--- src/rtl/custom_b_regs_pkg.sv ---
// package: register map, field layout, reset values and bus codes of the
// custom-b monitor and reference predivide register bank.
// assumes a 32-bit axi4-lite bus, one aligned word per register index.
package custom_b_regs_pkg;

  // register indices; byte address is four times the index
  localparam logic [7:0] LOWER_LSBS_IDX = 8'h75;
  localparam logic [7:0] LOWER_MSBS_IDX = 8'h76;
  localparam logic [7:0] UPPER_LSBS_IDX = 8'h77;
  localparam logic [7:0] UPPER_MSBS_IDX = 8'h78;
  localparam logic [7:0] CYCLES_IDX     = 8'h79;
  localparam logic [7:0] QUARTER_IDX    = 8'h7A;
  localparam logic [7:0] PREDIV_IDX     = 8'h7E;

  // field layout
  localparam int QUARTER_BIT = 0;
  localparam int PREDIV_LSB  = 0;
  localparam int PREDIV_W    = 4;
  localparam int WORD_LSB    = 2;

  // values after reset
  localparam logic [7:0] BYTE_RESET   = 8'h00;
  localparam logic [3:0] PREDIV_RESET = 4'h0;

  // predivide codes
  localparam logic [3:0] PREDIV_MAX_INT = 4'h7;
  localparam logic [3:0] PREDIV_ONE_HALF = 4'hA;
  localparam logic [3:0] PREDIV_TWO_HALF = 4'hC;

  // axi response codes
  localparam logic [1:0] RESP_OKAY   = 2'h0;
  localparam logic [1:0] RESP_DECERR = 2'h3;

endpackage : custom_b_regs_pkg

--- src/rtl/prediv_decode.sv ---
// predivide decoder: turns the 4-bit ratio code into twice the ratio.
// assumes the code comes from a register on the same clock.
`timescale 1ns/1ps
`default_nettype none
module prediv_decode
  import custom_b_regs_pkg::*;
(
  input  wire logic       aclk,
  input  wire logic       aresetn,
  input  wire logic [3:0] code,
  output logic      [4:0] ratio_x2,
  output logic            code_legal
);

  logic [4:0] next_ratio_x2;
  logic       next_code_legal;

  // ratio kept in half steps so 1.5 and 2.5 stay exact
  always_comb begin
    next_ratio_x2   = 5'h02;
    next_code_legal = 1'b1;
    if (code <= PREDIV_MAX_INT) begin
      next_ratio_x2 = {code, 1'b0} + 5'h02;
    end else if (code == PREDIV_ONE_HALF) begin
      next_ratio_x2 = 5'h03;
    end else if (code == PREDIV_TWO_HALF) begin
      next_ratio_x2 = 5'h05;
    end else begin
      // reserved codes fall back to divide by one and are flagged
      next_code_legal = 1'b0;
    end
  end

  always_ff @(posedge aclk) begin
    if (!aresetn) begin
      ratio_x2   <= 5'h02;
      code_legal <= 1'b1;
    end else begin
      ratio_x2   <= next_ratio_x2;
      code_legal <= next_code_legal;
    end
  end

endmodule : prediv_decode
`default_nettype wire

--- src/rtl/custom_b_monitor_regs.sv ---
// custom-b frequency monitor limits, cycle count, divide-by-four enable
// and reference predivide ratio, reached over an axi4-lite slave.
// assumes a master that keeps at most one write and one read under way.
`timescale 1ns/1ps
`default_nettype none
module custom_b_monitor_regs
  import custom_b_regs_pkg::*;
#(
  parameter int ADDR_W = 12
)(
  input  wire logic              aclk,
  input  wire logic              aresetn,
  input  wire logic [ADDR_W-1:0] s_axi_awaddr,
  input  wire logic [2:0]        s_axi_awprot,
  input  wire logic              s_axi_awvalid,
  output logic                   s_axi_awready,
  input  wire logic [31:0]       s_axi_wdata,
  input  wire logic [3:0]        s_axi_wstrb,
  input  wire logic              s_axi_wvalid,
  output logic                   s_axi_wready,
  output logic [1:0]             s_axi_bresp,
  output logic                   s_axi_bvalid,
  input  wire logic              s_axi_bready,
  input  wire logic [ADDR_W-1:0] s_axi_araddr,
  input  wire logic [2:0]        s_axi_arprot,
  input  wire logic              s_axi_arvalid,
  output logic                   s_axi_arready,
  output logic [31:0]            s_axi_rdata,
  output logic [1:0]             s_axi_rresp,
  output logic                   s_axi_rvalid,
  input  wire logic              s_axi_rready,
  output logic [15:0]            custom_b_upper_limit,
  output logic [15:0]            custom_b_lower_limit,
  output logic [8:0]             custom_b_monitor_cycles,
  output logic                   custom_b_monitor_quarter,
  output logic [10:0]            custom_b_window_refcycles,
  output logic [4:0]             prediv_ratio_x2,
  output logic                   prediv_code_legal
);

  generate
    if (ADDR_W < 9 || ADDR_W > 32) begin : g_bad_addr_w
      $error("ADDR_W must lie between 9 and 32");
    end
  endgenerate

  function automatic logic [7:0] word_index(input logic [ADDR_W-1:0] addr);
    word_index = 8'(addr >> WORD_LSB);
  endfunction : word_index

  function automatic logic is_mapped(input logic [7:0] idx, input logic [ADDR_W-1:0] addr);
    logic upper_zero;
    upper_zero = ((addr >> WORD_LSB) >> 8) == '0;
    is_mapped  = upper_zero && (idx == LOWER_LSBS_IDX || idx == LOWER_MSBS_IDX ||
                 idx == UPPER_LSBS_IDX || idx == UPPER_MSBS_IDX ||
                 idx == CYCLES_IDX || idx == QUARTER_IDX || idx == PREDIV_IDX);
  endfunction : is_mapped

  ////////////////////////////////////////////////////////////////////////////
  // write channel

  logic              aw_full;
  logic [ADDR_W-1:0] aw_addr_q;
  logic              w_full;
  logic [7:0]        w_byte_q;
  logic              w_strb_q;
  logic              do_write;
  logic [7:0]        wr_idx;
  logic              next_aw_full;
  logic [ADDR_W-1:0] next_aw_addr_q;
  logic              next_w_full;
  logic [7:0]        next_w_byte_q;
  logic              next_w_strb_q;
  logic              next_bvalid;
  logic [1:0]        next_bresp;

  logic [7:0] lower_lsbs;
  logic [7:0] lower_msbs;
  logic [7:0] upper_lsbs;
  logic [7:0] upper_msbs;
  logic [7:0] cycles_m1;
  logic       quarter;
  logic [3:0] prediv_code;
  logic [7:0] next_lower_lsbs;
  logic [7:0] next_lower_msbs;
  logic [7:0] next_upper_lsbs;
  logic [7:0] next_upper_msbs;
  logic [7:0] next_cycles_m1;
  logic       next_quarter;
  logic [3:0] next_prediv_code;

  assign wr_idx   = word_index(aw_addr_q);
  // address and data are taken in either order; commit once both are held
  assign do_write = aw_full && w_full && !s_axi_bvalid;

  always_comb begin
    next_aw_full     = aw_full;
    next_aw_addr_q   = aw_addr_q;
    next_w_full      = w_full;
    next_w_byte_q    = w_byte_q;
    next_w_strb_q    = w_strb_q;
    next_bvalid      = s_axi_bvalid;
    next_bresp       = s_axi_bresp;
    next_lower_lsbs  = lower_lsbs;
    next_lower_msbs  = lower_msbs;
    next_upper_lsbs  = upper_lsbs;
    next_upper_msbs  = upper_msbs;
    next_cycles_m1   = cycles_m1;
    next_quarter     = quarter;
    next_prediv_code = prediv_code;
    if (s_axi_bvalid && s_axi_bready) begin
      next_bvalid = 1'b0;
    end
    if (s_axi_awvalid && s_axi_awready) begin
      next_aw_full   = 1'b1;
      next_aw_addr_q = s_axi_awaddr;
    end
    if (s_axi_wvalid && s_axi_wready) begin
      next_w_full   = 1'b1;
      next_w_byte_q = s_axi_wdata[7:0];
      next_w_strb_q = s_axi_wstrb[0];
    end
    if (do_write) begin
      next_aw_full = 1'b0;
      next_w_full  = 1'b0;
      next_bvalid  = 1'b1;
      next_bresp   = is_mapped(wr_idx, aw_addr_q) ? RESP_OKAY : RESP_DECERR;
      if (w_strb_q && is_mapped(wr_idx, aw_addr_q)) begin
        unique case (wr_idx)
          LOWER_LSBS_IDX: next_lower_lsbs = w_byte_q;
          LOWER_MSBS_IDX: next_lower_msbs = w_byte_q;
          UPPER_LSBS_IDX: next_upper_lsbs = w_byte_q;
          UPPER_MSBS_IDX: next_upper_msbs = w_byte_q;
          CYCLES_IDX:     next_cycles_m1  = w_byte_q;
          // reserved upper bits are dropped, not stored
          QUARTER_IDX:    next_quarter     = w_byte_q[QUARTER_BIT];
          PREDIV_IDX:     next_prediv_code = w_byte_q[PREDIV_LSB +: PREDIV_W];
          default:        next_quarter     = quarter;
        endcase
      end
    end
  end

  always_ff @(posedge aclk) begin
    if (!aresetn) begin
      aw_full       <= 1'b0;
      aw_addr_q     <= '0;
      w_full        <= 1'b0;
      w_byte_q      <= BYTE_RESET;
      w_strb_q      <= 1'b0;
      s_axi_awready <= 1'b0;
      s_axi_wready  <= 1'b0;
      s_axi_bvalid  <= 1'b0;
      s_axi_bresp   <= RESP_OKAY;
      lower_lsbs    <= BYTE_RESET;
      lower_msbs    <= BYTE_RESET;
      upper_lsbs    <= BYTE_RESET;
      upper_msbs    <= BYTE_RESET;
      cycles_m1     <= BYTE_RESET;
      quarter       <= 1'b0;
      prediv_code   <= PREDIV_RESET;
    end else begin
      aw_full       <= next_aw_full;
      aw_addr_q     <= next_aw_addr_q;
      w_full        <= next_w_full;
      w_byte_q      <= next_w_byte_q;
      w_strb_q      <= next_w_strb_q;
      s_axi_awready <= !next_aw_full;
      s_axi_wready  <= !next_w_full;
      s_axi_bvalid  <= next_bvalid;
      s_axi_bresp   <= next_bresp;
      lower_lsbs    <= next_lower_lsbs;
      lower_msbs    <= next_lower_msbs;
      upper_lsbs    <= next_upper_lsbs;
      upper_msbs    <= next_upper_msbs;
      cycles_m1     <= next_cycles_m1;
      quarter       <= next_quarter;
      prediv_code   <= next_prediv_code;
    end
  end

  ////////////////////////////////////////////////////////////////////////////
  // read channel

  logic [7:0]  rd_idx;
  logic [31:0] next_rdata;
  logic [1:0]  next_rresp;
  logic        next_rvalid;
  logic        next_arready;

  assign rd_idx = word_index(s_axi_araddr);

  always_comb begin
    next_rdata   = s_axi_rdata;
    next_rresp   = s_axi_rresp;
    next_rvalid  = s_axi_rvalid;
    next_arready = s_axi_arready;
    if (s_axi_rvalid && s_axi_rready) begin
      next_rvalid  = 1'b0;
      next_arready = 1'b1;
    end
    if (s_axi_arvalid && s_axi_arready) begin
      next_rvalid  = 1'b1;
      next_arready = 1'b0;
      next_rdata   = 32'h0000_0000;
      next_rresp   = is_mapped(rd_idx, s_axi_araddr) ? RESP_OKAY : RESP_DECERR;
      if (is_mapped(rd_idx, s_axi_araddr)) begin
        unique case (rd_idx)
          LOWER_LSBS_IDX: next_rdata[7:0] = lower_lsbs;
          LOWER_MSBS_IDX: next_rdata[7:0] = lower_msbs;
          UPPER_LSBS_IDX: next_rdata[7:0] = upper_lsbs;
          UPPER_MSBS_IDX: next_rdata[7:0] = upper_msbs;
          CYCLES_IDX:     next_rdata[7:0] = cycles_m1;
          QUARTER_IDX:    next_rdata[QUARTER_BIT] = quarter;
          PREDIV_IDX:     next_rdata[PREDIV_LSB +: PREDIV_W] = prediv_code;
          default:        next_rdata = 32'h0000_0000;
        endcase
      end
    end
  end

  always_ff @(posedge aclk) begin
    if (!aresetn) begin
      s_axi_rdata   <= 32'h0000_0000;
      s_axi_rresp   <= RESP_OKAY;
      s_axi_rvalid  <= 1'b0;
      s_axi_arready <= 1'b0;
    end else begin
      s_axi_rdata   <= next_rdata;
      s_axi_rresp   <= next_rresp;
      s_axi_rvalid  <= next_rvalid;
      s_axi_arready <= next_arready | (!next_rvalid);
    end
  end

  ////////////////////////////////////////////////////////////////////////////
  // monitor-facing outputs

  logic [8:0]  next_monitor_cycles;
  logic [10:0] next_window;

  assign custom_b_upper_limit     = {upper_msbs, upper_lsbs};
  assign custom_b_lower_limit     = {lower_msbs, lower_lsbs};
  assign custom_b_monitor_quarter = quarter;

  always_comb begin
    next_monitor_cycles = {1'b0, cycles_m1} + 9'h001;
    // a quartered reference spans four input cycles per counted cycle
    next_window = quarter ? {custom_b_monitor_cycles, 2'b00}
                          : {2'b00, custom_b_monitor_cycles};
  end

  always_ff @(posedge aclk) begin
    if (!aresetn) begin
      custom_b_monitor_cycles   <= 9'h001;
      custom_b_window_refcycles <= 11'h001;
    end else begin
      custom_b_monitor_cycles   <= next_monitor_cycles;
      custom_b_window_refcycles <= next_window;
    end
  end

  prediv_decode u_prediv_decode (
    .aclk       (aclk),
    .aresetn    (aresetn),
    .code       (prediv_code),
    .ratio_x2   (prediv_ratio_x2),
    .code_legal (prediv_code_legal)
  );
endmodule : custom_b_monitor_regs
`default_nettype wire

--- config.mk ---
export PLATFORM = sky130hd
export DESIGN_NAME = custom_b_monitor_regs
export DESIGN_NICKNAME = d
export VERILOG_FILES = /design/src/rtl/custom_b_regs_pkg.sv /design/src/rtl/prediv_decode.sv /design/src/rtl/custom_b_monitor_regs.sv
export SDC_FILE = /design/constraint.sdc
export NUM_CORES = 1
export LEC_CHECK = 0
export BUFFER_PORTS_ARGS = -buffer_cell sky130_fd_sc_hd__buf_2
export CORE_MARGIN = 2
export CORE_UTILIZATION = 44
export DETAILED_ROUTE_END_ITERATION = 8
export PLACE_DENSITY = 0.78
export SETUP_SLACK_MARGIN = 0.4
export SKIP_LAST_GASP = 1
export SLEW_MARGIN = 20
export SYNTH_ARGS = -nofsm -noshare
export SYNTH_HDL_FRONTEND = slang
export SYNTH_SLANG_ARGS = --single-unit
--- constraint.sdc ---
create_clock -name aclk -period 1.8 [get_ports aclk]
set_clock_uncertainty 0.2 [all_clocks]
set_input_delay 0.36 -clock aclk [delete_from_list [all_inputs] [get_ports aclk]]
set_output_delay 0.36 -clock aclk [all_outputs]
set_load 0.005 [all_outputs]
; Word-level counts from Yosys, hierarchy flattened
; Index checks and enable logic that the tools add are counted.
[word_totals]
regBits = 135
input_bits = 73
out_inout_bits = 100
[op_classes]
addsub = 2
magnitude_cmp = 1
eq_ne = 16
muxes = 21
bitwise_logic = 2
reduce_logical = 39
[op_table]
columns = op, count
row1 = "8-bit by 7-bit equality test with 1-bit output, second input constant", 14
row2 = 12-bit zero test, 2
row3 = 3-bit AND reduction, 7
row4 = 4-bit case mux with 5 select lines, 1
row5 = 3-bit case mux with 6 select lines, 1
row6 = 1-bit logical OR, 12
row7 = 1-bit two-way mux, 11
row8 = 1-bit logical AND, 10
row9 = 5-bit two-way mux, 2
row10 = "8-bit by 1-bit adder with 9-bit output, second input constant", 1
row11 = 9-bit two-way mux, 1
row12 = "4-bit equality test, second input constant", 2
row13 = 8-bit two-way mux, 1
row14 = 1-bit case mux with 7 select lines, 1
row15 = "5-bit by 2-bit adder with 5-bit output, second input constant", 1
row16 = "4-bit by 3-bit <= comparator with 1-bit output, second input constant", 1
row17 = 1-bit zero test, 4
row18 = 2-bit two-way mux, 2
row19 = 3-bit two-way mux, 1
row20 = 3-bit OR reduction, 1
row21 = 2-bit AND reduction, 1
row22 = 2-bit nonzero test, 1
row23 = 2-bit OR reduction, 1
row24 = 1-bit inverter, 1
row25 = 1-bit bitwise OR, 1

; Logic depth before layout (Yosys ltp)
[logic_depth]
depth_word = 10
ltp_mapped = 6
depth_no_buf = 5

; Modules after synthesis
; Synthesis repeated with hierarchy kept, for this count alone.
[unflattened]
cells_unflattened = 495
area_unflattened_um2 = 4654.5
[by_module_without_submodules]
columns = module, n_inst, cells_each, area_per_inst_um2
row1 = custom_b_monitor_regs, 1, 470, 4410.5
row2 = prediv_decode, 1, 25, 244.0

; Worst setup path after synthesis
; OpenSTA, ideal clock, no wires.
[synth_timing]
kind = flip-flop to flip-flop
start = register aw_addr_q[9]
end = register upper_lsbs[0]
setup_ns = 0.072
arrival_ns = 1.602
slack_ns = -0.074
stages_incl_launch_ff = 6
n_path_buf = 1
cell_sequence = dfxtp_1 -> or4b_4 -> nor3_1 -> and3_1 -> buf_6 -> mux2i_1
[synth_via]
elab_chain_cells = 10
word_cells_on_any_way = 16
classes_between = 7 x eq/ne / 9 x reduce/logical
[synth_rtl]
columns = element, line_no
row1 = start: declaration, custom_b_monitor_regs.sv:63  ; logic [ADDR_W-1:0] aw_addr_q;
row2 = start signal: assignment, custom_b_monitor_regs.sv:164  ; aw_addr_q <= next_aw_addr_q;
row3 = 8-bit by 7-bit equality test with 1-bit output, custom_b_monitor_regs.sv:54  ; is_mapped = upper_zero && (idx == LOWER_LSBS_IDX || idx == LOWER_MSBS_IDX ||
row4 = 1-bit logical OR (2 in a row), custom_b_monitor_regs.sv:54
row5 = 1-bit logical OR (2 in a row), custom_b_monitor_regs.sv:55  ; idx == UPPER_LSBS_IDX || idx == UPPER_MSBS_IDX ||
row6 = 1-bit logical OR (2 in a row), custom_b_monitor_regs.sv:56  ; idx == CYCLES_IDX || idx == QUARTER_IDX || idx == PREDIV_IDX);
row7 = 1-bit logical AND, custom_b_monitor_regs.sv:54
row8 = 1-bit logical AND, custom_b_monitor_regs.sv:128  ; if (w_strb_q && is_mapped(wr_idx, aw_addr_q)) begin
row9 = 3-bit AND reduction (no line) *, -
row10 = end signal: assignment, custom_b_monitor_regs.sv:174  ; upper_lsbs <= next_upper_lsbs;
row11 = end: declaration, custom_b_monitor_regs.sv:79  ; logic [7:0] upper_lsbs;
; Mark *: on every way between the ends. The rest lies on a longest branch, timed or not.
; A chain may end at the register's enable or synchronous reset.

; Worst setup path in the final report
[layout_timing]
start = register aw_addr_q[11]
end = register upper_lsbs[6]
[layout_via]
elab_chain_cells = 4
[layout_rtl]
columns = element, line_no
row1 = 12-bit zero test, custom_b_monitor_regs.sv:53  ; upper_zero = ((addr >> WORD_LSB) >> 8) == '0;
row2 = 1-bit logical AND, custom_b_monitor_regs.sv:54
row3 = 1-bit logical AND, custom_b_monitor_regs.sv:128
row4 = 3-bit AND reduction (no line), -
; No other way between the ends.

==> reports/results.ini <==
[status]
status = complete, but fails checks
violations = negative setup slack

[drt]
dr.pass1.iters = 4
ant_nets = 0
drc = 0
drt-initial-drc-count = 166
via_per_inst = 5.05
wire_per_inst_um = 14.7
vias = 3976
drt_wl_total_mm = 11.6

[sta]
slew_headroom_pct = 57.0
rsz0062_at_grt = true
period_needed_ps = 1930
worst_slew_pin_slew_ps = 644
setup_slack_ps = -127
slew_viol_final = 0
setup_violations = 42
period_share_pct = 107
tns_ps = -2410
hold_violations = 0
max_freq_mhz = 519

[worst_setup_path]
critical_path.endpoint_type = register
critPathMaxStageDelay_ps = 590
cp-start-kind = register
critPathKind = reg -> reg
worstSetupStartpoint = aw_addr_q[11]$_SDFFE_PN0P_
r2r_slack_ps = -130
endpoint = upper_lsbs[6]$_SDFFE_PN0P_
rr_endpoint = upper_lsbs[6]$_SDFFE_PN0P_
worstPathRequired_ps = 1890
path_cells = or4b_4 -> nor3_4 -> and3_4 -> buf_12 -> mux2i_1
worstPathArrival_ps = 2010
rr_startpoint = aw_addr_q[11]$_SDFFE_PN0P_
crit_slowest_cell = or4b_4
worst_r2r_path_depth = 5
critPathMaxFanout = 8

[flow_run]
cap_viol_max_count = 0

[grt]
grt_pass1_vias = 3759
met3_usage_pct = 3.90
met2_usage_pct = 34.1
overflow = 0
grt_usage_pct = 20.4
antenna_found_initial = 0
grt_max_degree = 68
use_met1_pct = 25.7
top_usage_layer = met2
grt_pass1_wl_mm = 18.1

[die]
rows = 37
start_util_pct = 44.7
dieHeight_um = 105
num_io_pins = 173
core_um2 = 10100
die_area_um2 = 11100
fp.dieW_um = 105

[placed_design]
placedCellCount = 748
place.gp.congestion = 0.901
hpwlAfterDp_mm = 8.15
portBuffers = 111

[synth]
synth.top_cells.by_area = dfxtp_1 (47%), mux2i_1 (15%), nand2_1 (9.1%)
synth_top_area_share_pct = 47.3
syn_avg_cell_area_um2 = 9.10
ys_top_cells_by_count = nand2_1 (110), dfxtp_1 (107), mux2i_1 (66), nor2_1 (34), buf_4 (26)
synth-edff-count = 0
ys_seq_area_share_pct = 47.3
ys_ff_latch = 107
synth_area_um2 = 4530
synthFlopType = dfxtp_1
syn_inst = 498
synth.largest_area_cell = dfxtp_1
yosysWarnings = 0
synthArstFlopShare_pct = 0
synthMostInstantiatedCell = nand2_1
ys_types = 44

[clock_network]
tritoncts = done
clock-sinks = 107
root_buffer = clkbuf_8
cts_buffer_depth = 2
clk_latency_ps = 360
clk_pin_slew_ps = 100
cts_made_buffers = 9
htree_levels = 3

[pwr]
power_leakage_uw = 0.00276
p_per_area_nw_per_um2 = 676
total_power_uw = 4110
peakVddDrop_uv = 485

[layout]
syn_to_final_growth_pct = 34.2
fin_cells = 788
final_nets = 724
insertedDiodeCount = 0
post-route-util_pct = 60.0
drive_gt1_share_pct = 41.6

[worst_hold_path]
min_from = s_axi_awaddr[11]
hold_class = in -> reg

-- registers in the layout, indices dropped and copies added, names as in the netlist, 4 cells and up --
register / flops
w_byte_q: 8
cycles_m1: 8
u_prediv_decode.ratio_x2: 5
lower_lsbs: 8
custom_b_monitor_cycles: 9
upper_lsbs: 8
custom_b_window_refcycles: 11
aw_addr_q: 10
lower_msbs: 8
prediv_code: 4
s_axi_rdata: 8
upper_msbs: 8
-- cell families after synthesis --
family	Yosys count	synth area share (%)
adders and majority gates	4	1.10
muxes	69	15.3
other	1	0.0828
and+or+nand+nor	195	20.1
DFF	107	47.3
buffers and inverters	56	6.99
AOI/OAI and AO/OA	59	7.76
xor gates and xnor gates	7	1.35
-- metrics by stage --
step                area [um^2]  hold slack [ps]  setup WS [ps]
finish                     6080             23.3           -127
global route               6080             17.2           -195
CTS                        5770             21.9           -119
detailed placement         5360              237           -120
global placement           5360              236          -65.8
floorplan                  4710              202           32.3
-- report_power, final --
group	leakage [uW]	internal, uW	switching (uW)
Combinational	0.00177	141	179
Sequential	0.000895	2400	26.0
Clock	0.0000895	548	821
Total	0.00276	3090	1030
-- area by class of cell --
class                   count  area [um^2]
clock buffers              11          141
fillers                   832         4060
clock inverters             5         38.8
multi-input cells         358         2290
well taps                 136          170
inverters                   6         22.5
flip-flops and latches    107         2230
repair buffers            165         1190
-- worst min path at each step --
stage	end	slack [ps]	cells after the start
final	aw_addr_q[11]$_SDFFE_PN0P_	20	3
after global routing	w_byte_q[6]$_SDFFE_PN0P_	20	3
after CTS	aw_addr_q[11]$_SDFFE_PN0P_	20	3
after detailed placement	custom_b_monitor_cycles[0]$_SDFF_PN1_	240	1
after global placement	custom_b_window_refcycles[1]$_SDFF_PP0_	240	2
after floorplan	custom_b_monitor_cycles[0]$_SDFF_PN1_	200	1
-- layer usage --
metal | up-vias | routed length, um
li1 | 1932 | -
met1 | 1878 | 4920
met2 | 131 | 5690
met3 | 35 | 626
met4 | 0 | 350
met5 | - | 0
-- critical path, delay by kind of cell (launching register included) --
family / cells / cell delay, ps
simple gates: 3 / 990
mux: 1 / 200
buf+inv: 1 / 130
flops: 1 / 330
-- cell usage in the layout, fill, tap and decap left out, types with 4 or more instances in the layout --
cell type / netlist / routed
buf_4: 26 / 44
ha_1: 4 / 4
a21oi_1: 25 / 24
nand2b_1: 6 / 5
and2_1: 6 / 5
o21ai_0: 15 / 8
o21ai_1: 0 / 6
dfxtp_2: 0 / 58
dfxtp_1: 107 / 46
buf_2: 1 / 88
inv_1: 6 / 6
mux2i_1: 66 / 64
nand3b_1: 4 / 4
xnor2_1: 4 / 4
nand2_1: 110 / 109
buf_6: 1 / 26
and3_1: 7 / 5
clkbuf_8: 0 / 10
buf_12: 0 / 6
nand3_1: 6 / 6
nor2_1: 34 / 30
conb_1: 1 / 24
-- timing repair --
action,in CTS,in global routing
hold buffers,0,0
gates resized for setup,67,53
cloned,0,0
buffers inserted,10,14
pin swaps,3,9
endpoints found under the setup margin,101,114
Power figures use the tool's default switching activity.
